## src/gst_defines.svh

```systemverilog
// Constants for the gated sixteen-bit timer: selector codes and reset values.
// Assumes inclusion by bare name from every design file that needs them.
`ifndef GST_DEFINES_SVH
`define GST_DEFINES_SVH
`define GST_CS_INSTR 2'h0
`define GST_CS_SYSCLK 2'h1
`define GST_CS_EXT 2'h2
`define GST_CS_RSVD 2'h3
`define GST_GS_PIN 2'h0
`define GST_GS_TMR0 2'h1
`define GST_GS_CMP1 2'h2
`define GST_GS_CMP2 2'h3
`define GST_PRESC_LAST 2'h3
`define GST_COUNT_RST 16'h0000
`endif

```

## src/gst_pkg.sv

```systemverilog
// Types shared by the gated timer modules.
// Assumes gst_defines.svh is reachable on the include path.
package gst_pkg;
  typedef enum logic [1:0] {
    GST_EDGE_WAIT_FALL = 2'b01,
    GST_EDGE_ARMED = 2'b10
  } gst_edge_t;
endpackage

```

## src/gst_sync_if.sv

```systemverilog
// Interface carrying synchronised pin levels from the sampler to the timer core.
// Assumes one clock domain on both sides.
interface gst_sync_if;
  logic ext_clk;
  logic gate_pin;
  logic cmp1;
  logic cmp2;
  modport src (output ext_clk, output gate_pin, output cmp1, output cmp2);
  modport dst (input ext_clk, input gate_pin, input cmp1, input cmp2);
endinterface

```

## src/gst_pin_sync.sv

```systemverilog
// Three-stage samplers for the asynchronous pins of the gated timer.
// Assumes pins are asynchronous to clk_sys_i; a level counts once stages two and three agree.
module gst_pin_sync (
  input wire logic clk_sys_i,   // System clock
  input wire logic reset_n_i,   // Async reset, active low
  input wire logic [3:0] pin_i, // Ext clock, gate pin, cmp1, cmp2
  gst_sync_if.src sync_o        // Filtered levels
);
  typedef struct packed {
    logic [3:0] s1;
    logic [3:0] s2;
    logic [3:0] s3;
    logic [3:0] lvl;
  } gst_sync_state_t;
  gst_sync_state_t st_q, st_d;

  always_comb begin
    st_d = st_q;
    st_d.s1 = pin_i;
    st_d.s2 = st_q.s1;
    st_d.s3 = st_q.s2;
    for (int i = 0; i < 4; i++) begin
      if (st_q.s2[i] == st_q.s3[i]) begin
        st_d.lvl[i] = st_q.s3[i];
      end
    end
  end

  always_ff @(posedge clk_sys_i or negedge reset_n_i) begin
    if (!reset_n_i) begin
      st_q <= '0;
    end else begin
      st_q <= st_d;
    end
  end

  assign sync_o.ext_clk = st_q.lvl[0];
  assign sync_o.gate_pin = st_q.lvl[1];
  assign sync_o.cmp1 = st_q.lvl[2];
  assign sync_o.cmp2 = st_q.lvl[3];
endmodule

```

## src/gst_gate.sv

```systemverilog
// Gate path: source select, polarity, toggle and single-pulse stages.
// Assumes all inputs are already in the clk_sys_i domain.
`include "gst_defines.svh"
module gst_gate
  import gst_pkg::*;
(
  input wire logic clk_sys_i,        // System clock
  input wire logic reset_n_i,        // Async reset, active low
  input wire logic [1:0] src_sel_i,  // Gate source select
  input wire logic pol_i,            // Gate polarity, 1 = high enables
  input wire logic toggle_en_i,      // Toggle mode
  input wire logic spm_en_i,         // Single-pulse mode
  input wire logic arm_set_i,        // Software sets arm bit
  input wire logic arm_clr_i,        // Software clears arm bit
  input wire logic pin_i,            // Gate pin level
  input wire logic tmr0_ovf_i,       // Timer0 overflow pulse
  input wire logic cmp1_i,           // Comparator one level
  input wire logic cmp2_i,           // Comparator two level
  output logic gate_o,               // Processed gate level
  output logic arm_o                 // Arm bit state
);
  typedef struct packed {
    logic src_prev;
    logic tog;
    logic arm;
    logic pulse;
  } gst_gate_state_t;
  gst_gate_state_t st_q, st_d;
  logic raw;
  logic pol_src;
  logic after_tog;
  logic rise;
  logic fall;

  always_comb begin
    unique case (src_sel_i)
      `GST_GS_PIN: raw = pin_i;
      `GST_GS_TMR0: raw = tmr0_ovf_i;
      `GST_GS_CMP1: raw = cmp1_i;
      `GST_GS_CMP2: raw = cmp2_i;
    endcase
  end

  assign pol_src = pol_i ? raw : ~raw;
  assign rise = pol_src & ~st_q.src_prev;
  assign after_tog = toggle_en_i ? st_q.tog : pol_src;

  always_comb begin
    logic tog_next;
    logic win_lvl;
    logic win_prev;
    tog_next = st_q.tog;
    win_lvl = 1'b0;
    win_prev = 1'b0;
    st_d = st_q;
    st_d.src_prev = pol_src;
    if (!toggle_en_i) begin
      tog_next = 1'b0;
    end else if (rise) begin
      tog_next = ~st_q.tog;
    end
    st_d.tog = tog_next;
    // With toggle on the window follows the toggled level, so it spans one full period
    win_lvl = toggle_en_i ? tog_next : pol_src;
    win_prev = toggle_en_i ? st_q.tog : st_q.src_prev;
    if (arm_clr_i) begin
      st_d.arm = 1'b0;
    end
    // A level already enabling when armed does not open the window: an edge is needed
    if (!spm_en_i) begin
      st_d.pulse = 1'b0;
    end else if (st_q.arm && !st_q.pulse && win_lvl && !win_prev) begin
      st_d.pulse = 1'b1;
    end else if (st_q.pulse && !win_lvl) begin
      st_d.pulse = 1'b0;
      st_d.arm = 1'b0;
    end
    // Software re-arm in the closing cycle wins over the self-clear
    if (arm_set_i) begin
      st_d.arm = 1'b1;
    end
  end

  assign fall = st_q.pulse & ~st_d.pulse;
  assign gate_o = spm_en_i ? st_q.pulse : after_tog;
  assign arm_o = st_q.arm;

  always_ff @(posedge clk_sys_i or negedge reset_n_i) begin
    if (!reset_n_i) begin
      st_q <= '0;
    end else begin
      st_q <= st_d;
    end
  end

  a_toggle_held_clear: assert property (@(posedge clk_sys_i) disable iff (!reset_n_i)
    !toggle_en_i |=> !st_q.tog) else $error("toggle flop not held clear");
  a_pulse_clears_arm: assert property (@(posedge clk_sys_i) disable iff (!reset_n_i)
    (fall && spm_en_i && !arm_set_i) |=> !st_q.arm)
    else $error("arm not cleared at pulse end");
  a_toggle_flips: assert property (@(posedge clk_sys_i) disable iff (!reset_n_i)
    (toggle_en_i && rise) |=> st_q.tog != $past(st_q.tog))
    else $error("toggle flop missed edge");
  a_pulse_needs_edge: assert property (@(posedge clk_sys_i) disable iff (!reset_n_i)
    (spm_en_i && !toggle_en_i && !st_q.pulse && st_q.src_prev) |=> !st_q.pulse)
    else $error("single pulse opened without an edge");
  c_pulse_done: cover property (@(posedge clk_sys_i) disable iff (!reset_n_i) fall);
  c_toggle_run: cover property (@(posedge clk_sys_i) disable iff (!reset_n_i)
    toggle_en_i && rise);
endmodule

```

## src/gst_timer.sv

```systemverilog
// Gated sixteen-bit timer top: count clock select, counting, gate status and flags.
// Assumes pins are asynchronous and control bits come from same-clock logic.
`include "gst_defines.svh"
module gst_timer
  import gst_pkg::*;
#(
  parameter int WIDTH = 16
) (
  input wire logic clk_sys_i,               // 50 MHz system clock
  input wire logic reset_n_i,               // Async reset, active low
  input wire logic timer_run_enable_i,      // Run enable
  input wire logic gate_enable_i,           // Gate enable
  input wire logic [1:0] count_clock_select_i, // Count clock select
  input wire logic low_freq_osc_enable_i,   // Oscillator enable
  input wire logic ext_sync_enable_i,       // Synchronise external count input
  input wire logic cmp_sync_enable_i,       // Synchronise comparator gates
  input wire logic external_count_input_i,  // External count pin
  input wire logic low_freq_osc_i,          // Dedicated oscillator output
  input wire logic gate_input_pin_i,        // Gate pin
  input wire logic tmr0_overflow_i,         // Timer0 overflow pulse
  input wire logic comparator_one_output_i, // Comparator one
  input wire logic comparator_two_output_i, // Comparator two
  input wire logic [1:0] gate_source_select_i, // Gate source select
  input wire logic gate_polarity_i,         // Gate polarity
  input wire logic gate_toggle_enable_i,    // Toggle mode
  input wire logic single_pulse_enable_i,   // Single-pulse mode
  input wire logic single_pulse_arm_set_i,  // Pulse: set arm bit
  input wire logic single_pulse_arm_clr_i,  // Pulse: clear arm bit
  input wire logic gate_event_irq_enable_i, // Gate event irq enable
  input wire logic count_low_wr_i,          // Pulse: write low byte
  input wire logic count_high_wr_i,         // Pulse: write high byte
  input wire logic [7:0] count_wdata_i,     // Write data byte
  input wire logic gate_event_flag_clr_i,   // Pulse: clear gate event flag
  input wire logic count_overflow_flag_clr_i, // Pulse: clear overflow flag
  output logic [7:0] count_low_byte_o,      // Count low byte
  output logic [7:0] count_high_byte_o,     // Count high byte
  output logic single_pulse_arm_o,          // Arm bit
  output logic gate_level_status_o,         // Gate level
  output logic gate_event_flag_o,           // Gate event flag
  output logic count_overflow_flag_o,       // Overflow flag
  output logic gate_irq_o                   // Gate event interrupt request
);
  typedef struct packed {
    logic [WIDTH-1:0] count;
    logic [1:0] presc;
    logic ext_prev;
    gst_edge_t edge_st;
    logic gval;
    logic gflag;
    logic oflag;
    logic irq;
    logic arm;
  } gst_state_t;
  gst_state_t st_q, st_d;

  gst_sync_if sync_bus ();
  logic [3:0] pins;
  logic gate_proc;
  logic gate_arm;
  logic ext_lvl;
  logic cmp1_sel;
  logic cmp2_sel;
  logic tick;
  logic run;
  logic ext_mode;

  assign pins = {comparator_two_output_i, comparator_one_output_i,
                 gate_input_pin_i, external_count_input_i};

  gst_pin_sync u_sync (
    .clk_sys_i(clk_sys_i),
    .reset_n_i(reset_n_i),
    .pin_i(pins),
    .sync_o(sync_bus)
  );

  // Unsynchronised comparator path trades metastability margin for zero latency
  assign cmp1_sel = cmp_sync_enable_i ? sync_bus.cmp1 : comparator_one_output_i;
  assign cmp2_sel = cmp_sync_enable_i ? sync_bus.cmp2 : comparator_two_output_i;

  gst_gate u_gate (
    .clk_sys_i(clk_sys_i),
    .reset_n_i(reset_n_i),
    .src_sel_i(gate_source_select_i),
    .pol_i(gate_polarity_i),
    .toggle_en_i(gate_toggle_enable_i),
    .spm_en_i(single_pulse_enable_i),
    .arm_set_i(single_pulse_arm_set_i),
    .arm_clr_i(single_pulse_arm_clr_i),
    .pin_i(sync_bus.gate_pin),
    .tmr0_ovf_i(tmr0_overflow_i),
    .cmp1_i(cmp1_sel),
    .cmp2_i(cmp2_sel),
    .gate_o(gate_proc),
    .arm_o(gate_arm)
  );

  // The async choice still samples on clk_sys_i: all logic is single clock
  assign ext_lvl = count_clock_select_i == `GST_CS_EXT ?
                   (low_freq_osc_enable_i ? low_freq_osc_i :
                    (ext_sync_enable_i ? sync_bus.ext_clk : external_count_input_i)) :
                   1'b0;
  assign ext_mode = count_clock_select_i == `GST_CS_EXT;
  assign run = timer_run_enable_i && (!gate_enable_i || gate_proc);

  always_comb begin
    st_d = st_q;
    tick = 1'b0;
    st_d.ext_prev = ext_lvl;
    st_d.presc = st_q.presc + 2'h1;
    unique case (count_clock_select_i)
      `GST_CS_INSTR: tick = st_q.presc == `GST_PRESC_LAST;
      `GST_CS_SYSCLK: tick = 1'b1;
      `GST_CS_EXT: tick = ext_lvl && !st_q.ext_prev && st_q.edge_st == GST_EDGE_ARMED;
      default: tick = 1'b0;
    endcase
    // Counter-mode qualifier: wait for a falling edge after disable or write
    if (!timer_run_enable_i || count_low_wr_i || count_high_wr_i) begin
      st_d.edge_st = GST_EDGE_WAIT_FALL;
    end else if (ext_mode && !ext_lvl && st_q.ext_prev) begin
      st_d.edge_st = GST_EDGE_ARMED;
    end
    if (run && tick) begin
      st_d.count = st_q.count + 1'b1;
      if (&st_q.count) begin
        st_d.oflag = 1'b1;
      end
    end
    if (count_low_wr_i) begin
      st_d.count[7:0] = count_wdata_i;
    end
    if (count_high_wr_i) begin
      st_d.count[15:8] = count_wdata_i;
    end
    st_d.gval = gate_proc;
    if (gate_event_flag_clr_i) begin
      st_d.gflag = 1'b0;
    end
    if (st_q.gval && !gate_proc) begin
      st_d.gflag = 1'b1;
    end
    if (count_overflow_flag_clr_i && !(run && tick && &st_q.count)) begin
      st_d.oflag = 1'b0;
    end
    st_d.irq = st_d.gflag && gate_event_irq_enable_i;
    st_d.arm = gate_arm;
  end

  always_ff @(posedge clk_sys_i or negedge reset_n_i) begin
    if (!reset_n_i) begin
      st_q.count <= `GST_COUNT_RST;
      st_q.presc <= 2'h0;
      st_q.ext_prev <= 1'b0;
      st_q.edge_st <= GST_EDGE_WAIT_FALL;
      st_q.gval <= 1'b0;
      st_q.gflag <= 1'b0;
      st_q.oflag <= 1'b0;
      st_q.irq <= 1'b0;
      st_q.arm <= 1'b0;
    end else begin
      st_q <= st_d;
    end
  end

  assign count_low_byte_o = st_q.count[7:0];
  assign count_high_byte_o = st_q.count[15:8];
  assign single_pulse_arm_o = st_q.arm;
  assign gate_level_status_o = st_q.gval;
  assign gate_event_flag_o = st_q.gflag;
  assign count_overflow_flag_o = st_q.oflag;
  assign gate_irq_o = st_q.irq;

  a_off_holds: assert property (@(posedge clk_sys_i) disable iff (!reset_n_i)
    (!timer_run_enable_i && !count_low_wr_i && !count_high_wr_i)
    |=> st_q.count == $past(st_q.count)) else $error("count moved while off");
  a_sysclk_step: assert property (@(posedge clk_sys_i) disable iff (!reset_n_i)
    (timer_run_enable_i && !gate_enable_i && count_clock_select_i == `GST_CS_SYSCLK
     && !count_low_wr_i && !count_high_wr_i)
    |=> st_q.count == $past(st_q.count) + 16'h0001) else $error("sysclk step wrong");
  // Four steady prescaled cycles hold exactly one tick, whatever the prescaler phase
  a_instr_quarter: assert property (@(posedge clk_sys_i) disable iff (!reset_n_i)
    (timer_run_enable_i && !gate_enable_i && count_clock_select_i == `GST_CS_INSTR
     && !count_low_wr_i && !count_high_wr_i) [*4]
    |=> st_q.count == $past(st_q.count, 4) + 16'h0001) else $error("instr rate wrong");
  a_reserved_idle: assert property (@(posedge clk_sys_i) disable iff (!reset_n_i)
    (count_clock_select_i == `GST_CS_RSVD && !count_low_wr_i && !count_high_wr_i)
    |=> st_q.count == $past(st_q.count)) else $error("reserved select counted");
  a_low_write: assert property (@(posedge clk_sys_i) disable iff (!reset_n_i)
    count_low_wr_i |=> st_q.count[7:0] == $past(count_wdata_i))
    else $error("low byte write lost");
  a_high_write: assert property (@(posedge clk_sys_i) disable iff (!reset_n_i)
    count_high_wr_i |=> st_q.count[15:8] == $past(count_wdata_i))
    else $error("high byte write lost");
  a_wait_fall: assert property (@(posedge clk_sys_i) disable iff (!reset_n_i)
    count_high_wr_i |=> st_q.edge_st == GST_EDGE_WAIT_FALL)
    else $error("edge qualifier not reset");
  a_off_rearm: assert property (@(posedge clk_sys_i) disable iff (!reset_n_i)
    !timer_run_enable_i |=> st_q.edge_st == GST_EDGE_WAIT_FALL)
    else $error("edge qualifier kept while off");
  // Catches a stray count from a rise seen before the qualifying falling edge
  a_ext_needs_fall: assert property (@(posedge clk_sys_i) disable iff (!reset_n_i)
    (ext_mode && st_q.edge_st != GST_EDGE_ARMED && !count_low_wr_i && !count_high_wr_i)
    |=> st_q.count == $past(st_q.count)) else $error("counted before a falling edge");
  a_gate_blocks: assert property (@(posedge clk_sys_i) disable iff (!reset_n_i)
    (gate_enable_i && !gate_proc && !count_low_wr_i && !count_high_wr_i)
    |=> st_q.count == $past(st_q.count)) else $error("counted with gate closed");
  a_gval_follows: assert property (@(posedge clk_sys_i) disable iff (!reset_n_i)
    1'b1 |=> st_q.gval == $past(gate_proc)) else $error("gate status stale");
  a_tmr0_gate: assert property (@(posedge clk_sys_i) disable iff (!reset_n_i)
    (gate_source_select_i == `GST_GS_TMR0 && gate_polarity_i && !gate_toggle_enable_i
     && !single_pulse_enable_i && tmr0_overflow_i) |=> st_q.gval)
    else $error("overflow pulse did not reach gate");
  a_cmp_raw: assert property (@(posedge clk_sys_i) disable iff (!reset_n_i)
    (gate_source_select_i == `GST_GS_CMP1 && !cmp_sync_enable_i && gate_polarity_i
     && !gate_toggle_enable_i && !single_pulse_enable_i)
    |=> st_q.gval == $past(comparator_one_output_i))
    else $error("raw comparator gate lagged");
  a_gate_event: assert property (@(posedge clk_sys_i) disable iff (!reset_n_i)
    (st_q.gval && !gate_proc) |=> st_q.gflag) else $error("gate event flag missed");
  a_flag_clear: assert property (@(posedge clk_sys_i) disable iff (!reset_n_i)
    (gate_event_flag_clr_i && !st_q.gval) |=> !st_q.gflag)
    else $error("gate event flag not cleared");
  a_irq_raise: assert property (@(posedge clk_sys_i) disable iff (!reset_n_i)
    (st_q.gflag && gate_event_irq_enable_i && !gate_event_flag_clr_i) |=> st_q.irq)
    else $error("gate irq missing");
  a_irq_quiet: assert property (@(posedge clk_sys_i) disable iff (!reset_n_i)
    !gate_event_irq_enable_i |=> !st_q.irq) else $error("gate irq while disabled");
  a_ovf_flag: assert property (@(posedge clk_sys_i) disable iff (!reset_n_i)
    (run && tick && &st_q.count && !count_low_wr_i && !count_high_wr_i)
    |=> st_q.oflag && st_q.count == 16'h0000) else $error("overflow flag missed");
  a_ovf_clear: assert property (@(posedge clk_sys_i) disable iff (!reset_n_i)
    (count_overflow_flag_clr_i && !timer_run_enable_i) |=> !st_q.oflag)
    else $error("overflow flag not cleared");
  c_overflow: cover property (@(posedge clk_sys_i) disable iff (!reset_n_i)
    $rose(st_q.oflag));
  c_ext_count: cover property (@(posedge clk_sys_i) disable iff (!reset_n_i)
    ext_mode && run && tick);
endmodule

```

## config.mk

```make
export PLATFORM = sky130hd
export DESIGN_NAME = gst_timer
export DESIGN_NICKNAME = d
export VERILOG_FILES = /design/src/gst_pkg.sv /design/src/gst_sync_if.sv /design/src/gst_pin_sync.sv /design/src/gst_gate.sv /design/src/gst_timer.sv
export VERILOG_INCLUDE_DIRS = /design/src
export SDC_FILE = /design/constraint.sdc
export NUM_CORES = 1
export LEC_CHECK = 0
export CORE_MARGIN = 5
export CORE_UTILIZATION = 60
export CTS_BUF_LIST = sky130_fd_sc_hd__clkbuf_8
export CTS_CLUSTER_SIZE = 14
export DETAILED_ROUTE_END_ITERATION = 6
export DONT_BUFFER_PORTS = 1
export GPL_TIMING_DRIVEN = 0
export PLACE_DENSITY = 0.76
export SYNTH_ARGS = -nofsm -noshare
export SYNTH_HDL_FRONTEND = slang
export SYNTH_HIERARCHICAL = 1
export SYNTH_SLANG_ARGS = --single-unit
export TNS_END_PERCENT = 10
```

## constraint.sdc

```tcl
create_clock -name clk_sys_i -period 4.4 [get_ports clk_sys_i]
set_input_delay 0.22 -clock clk_sys_i [delete_from_list [all_inputs] [get_ports clk_sys_i]]
set_output_delay 0.22 -clock clk_sys_i [all_outputs]
set_load 0.005 [all_outputs]
```

==> flow_summary.ini <==
[cells_and_area]
n_antenna_cell = 0
synthToLayoutAreaGrowth_pct = 9.75
nNetsFinal = 266
final_layout_size_suffix_gt1_share_pct = 16.2

[power_and_ir_drop]
powerDensity_nw_per_um2 = 354
ir_drop_v = 0.000205
p_leak_nw = 0.983

[worst_setup_path]
crit_fanout = 10
ordered_cell_list_for_the_critical_path = mux2_2 > mux4_2 > xor2_2 > o21ai_0 > mux2_2 > o21a_1 > buf_1 > nand4_1 > or3_1 > a31oi_1
reg2reg_to = count_high_byte_o[5]$_DFFE_PN0P_
timing.critical_path.required_ns = 4.61
r2r_start = u_sync/sync_o.cmp1$_DFFE_PN0N_
path_delay_family = multiplexers
worst_r2r_path_depth = 10
crit_arrival_ns = 3.24
reg2reg_slack_ns = 1.37
cp-start-kind = flop
max_stage_delay_ns = 0.49
critical_path_buf_inv_count = 1
worst_path_max_delay_cell = sky130_fd_sc_hd__mux4_2
cp-end-kind = flop
critPathMostFrequentCell = sky130_fd_sc_hd__mux2_2
timing_worst_setup_path_type = reg -> reg

[timing]
rsz0062_at_grt = false
finalCritPeriodShare_pct = 68.8
fin_hold_ws_ns = 0.0517
hold_viol = 0
tns_ns = 0
fmax_mhz = 330
slew_violations = 0
setup_violations = 0
slew_at_the_pin_with_the_worst_max_slew_slack_ns = 0.451
finalCriticalPeriod_ns = 3.03
clock_skew_ns = 0.00983
worst_slew_margin_rel_pct = 70.0

[logic_synthesis]
async_flop_share_pct = 100
synth_warnings = 6
post_synth_mux_area_share_pct = 3.04
dominant_combinational_cell_family_by_area_after_synthesis = simple AND/OR/NAND/NOR gates
synth.lib_cells_used.distinct = 37
synthMostInstantiatedCell = sky130_fd_sc_hd__dfrtp_1
synth_top_cell_area_share_pct = 50.7
syn_avg_cell_area_sq_um = 10.3
synth_commonest_cells = 45 x sky130_fd_sc_hd__dfrtp_1, 17 x sky130_fd_sc_hd__o21ai_0, 16 x sky130_fd_sc_hd__buf_4, 16 x sky130_fd_sc_hd__nor2_1, 14 x sky130_fd_sc_hd__a31oi_1
synth.top_cells.by_area = sky130_fd_sc_hd__dfrtp_1 51%, sky130_fd_sc_hd__buf_4 5.4%, sky130_fd_sc_hd__a31oi_1 3.9%
synth_simple_gate_area_share_pct = 18.2
adder_cell_area_share_of_the_yosys_netlist_pct = 3.16
yosys_register_bits = 46
syn_nets = 253
dominantRegCellSynth = sky130_fd_sc_hd__dfrtp_1
yosys.area_share.xor_xnor_pct = 0.733
synth_enable_flop_cells = 0
synth_area_leader_cell = sky130_fd_sc_hd__dfrtp_1
synth_area_in_compound_gates_pct = 14.4
syn-instance-count = 216
seq_area_frac_synth_pct = 51.9
post_synth_design_cell_area_sq_um = 2220

[clock_network]
cts.htree.levels = 2
post_cts_buffers = 0
insertion_delay_ns = 0.29
cts.sink_count = 46
numCtsBuffers = 5
clkTransAtPathRegs_ns = 0.08
cts_tree = yes
clock-root-buffer = sky130_fd_sc_hd__clkbuf_8
max-clock-path-buffers = 2

[outcome]
outcome = finished, final reports clean

[floorplan]
ioPinCount = 56
dieArea_sq_um = 5020
die_w_um = 70.8
std_cell_rows = 22
core_region_area_sq_um = 3630
initial_core_util_pct = 61.1
die_height_um = 70.8

[grt]
grt_usage_pct = 21.4
global_route_wire_length_before_repair_um = 8550
grt-ovfl-total = 0
grt_antenna_before_repair = 0
grt_pass1_vias = 1836
grt_start_max_net_pins = 47

[route]
detailedRoute.firstPassIterationCount = 4
drt.antenna.violating_nets = 0
met3WireLength_um = 438
wl_met1_um = 1990
drt_drc_violations_left = 0
vias = 1723
route.met2.wl_um = 2460
drt_wl_total_um = 4980
route.top_layer_used = met4
wl_per_cell_um = 18.0
post_drt_via_cell_ratio = 6.22
initial_drc_count = 104

[placed_design]
buffer_ports.inserted = 0
final_weighted_congestion_in_routability_driven_placement = 0.916
hpwlAfterDp_um = 3650

[job]
maximum_capacitance_violations = 0

[worst_hold_path]
hp-start = gate_event_flag_clr_i
worst_hold_path.num_cells = 1
hold_path_end = gate_event_flag_o$_DFF_PN0_
worstHoldPathType = in -> reg
per-stage QoR:
step	power (mW)	setup WS [ns]	utilization [%]	cells	instance area, sq um
after global routing	0.909	1.15	67.0	277	2440
after global placement	0.609	1.52	62.7	264	2280
after floorplan	0.586	1.77	-	216	2220
after CTS	0.866	1.39	67.0	277	2440
final	0.861	1.37	67.0	277	2440
after detailed placement	0.617	1.42	62.7	264	2280
final cells by class:
class,count,area [sq um]
Tap cell,48,60.1
Fill cell,303,1200
Sequential cell,46,1150
Timing Repair Buffer,6,77.6
Inverter,10,37.5
Clock inverter,2,10.0
Clock buffer,5,68.8
Multi-Input combinational cell,137,876
Buffer,23,154
routing by layer:
metal  vias up  global-route usage [%]
met5         -                       0
met4         0                    8.77
met3        13                    5.97
met2        78                    35.6
met1       836                    26.2
li1        796                       -
sequential cells by signal (all words and copies together) (netlist names):
register                count
count_overflow_flag_o       1
u_sync/st_q                 4
u_sync/sync_o.cmp2          1
u_sync/sync_o.cmp1          1
gate_irq_o                  1
gate_event_flag_o           1
u_sync/sync_o.ext_clk       1
single_pulse_arm_o          1
count_low_byte_o            8
count_high_byte_o           8
gate_level_status_o         1
u_gate/st_q                 3
u_gate/arm_o                1
u_sync/sync_o.gate_pin      1
st_q                        5
u_sync/st_d                 8
cells in the final DEF, fill, tap and decap left out, types with 2 or more instances in the layout:
master / instances
sky130_fd_sc_hd__and2_1: 3
sky130_fd_sc_hd__nand4_1: 8
sky130_fd_sc_hd__ha_1: 2
sky130_fd_sc_hd__inv_1: 9
sky130_fd_sc_hd__a31oi_1: 14
sky130_fd_sc_hd__o21ai_0: 17
sky130_fd_sc_hd__maj3_2: 4
sky130_fd_sc_hd__dfrtp_1: 45
sky130_fd_sc_hd__a21oi_1: 3
sky130_fd_sc_hd__nor2_1: 16
sky130_fd_sc_hd__buf_4: 16
sky130_fd_sc_hd__clkbuf_8: 5
sky130_fd_sc_hd__o211ai_1: 3
sky130_fd_sc_hd__or3_1: 12
sky130_fd_sc_hd__and4_1: 3
sky130_fd_sc_hd__clkinv_2: 2
sky130_fd_sc_hd__and3_1: 4
sky130_fd_sc_hd__nand2_1: 10
sky130_fd_sc_hd__o21a_1: 2
sky130_fd_sc_hd__mux2_2: 4
sky130_fd_sc_hd__nor2b_1: 2
sky130_fd_sc_hd__nand3_1: 8
sky130_fd_sc_hd__nand2b_1: 2
sky130_fd_sc_hd__o31ai_1: 5
sky130_fd_sc_hd__dlygate4sd3_1: 5
sky130_fd_sc_hd__or4_1: 6
sky130_fd_sc_hd__clkbuf_1: 5
repair_timing:
| action | in CTS | in global routing |
|---|---|---|
| hold buffers | 6 | 0 |
| gates resized for setup | 0 | 0 |
| endpoints found under the hold margin | 50 | 0 |
power by group:
group          internal (mW)  total, mW  switching (mW)  leakage, nW
Clock                  0.107      0.235           0.129       0.0438
Combinational         0.0626      0.132          0.0691        0.399
Sequential             0.458      0.494          0.0358        0.540
cell families after synthesis:
family / Yosys count
simple gates: 74
fa+ha+maj: 6
buf+inv: 33
xor+xnor: 1
mux: 5
compound gates: 51
flops: 46
how the worst max path moves through the flow:
stage                                         from                          endpoint  slack (ns)  cells after the start
floorplan           u_sync/sync_o.cmp2$_DFFE_PN0N_  count_high_byte_o[3]$_DFFE_PN0P_        1.77                     10
detailed placement  u_sync/sync_o.cmp2$_DFFE_PN0N_  count_high_byte_o[5]$_DFFE_PN0P_        1.42                     10
global placement    u_sync/sync_o.cmp2$_DFFE_PN0N_  count_high_byte_o[1]$_DFFE_PN0P_        1.52                     10
finish              u_sync/sync_o.cmp1$_DFFE_PN0N_  count_high_byte_o[5]$_DFFE_PN0P_        1.37                     10
global route        u_sync/sync_o.cmp2$_DFFE_PN0N_  count_high_byte_o[4]$_DFFE_PN0P_        1.15                     10
CTS                 u_sync/sync_o.cmp2$_DFFE_PN0N_  count_high_byte_o[5]$_DFFE_PN0P_        1.39                     10
(Power assumes the default switching activity.)
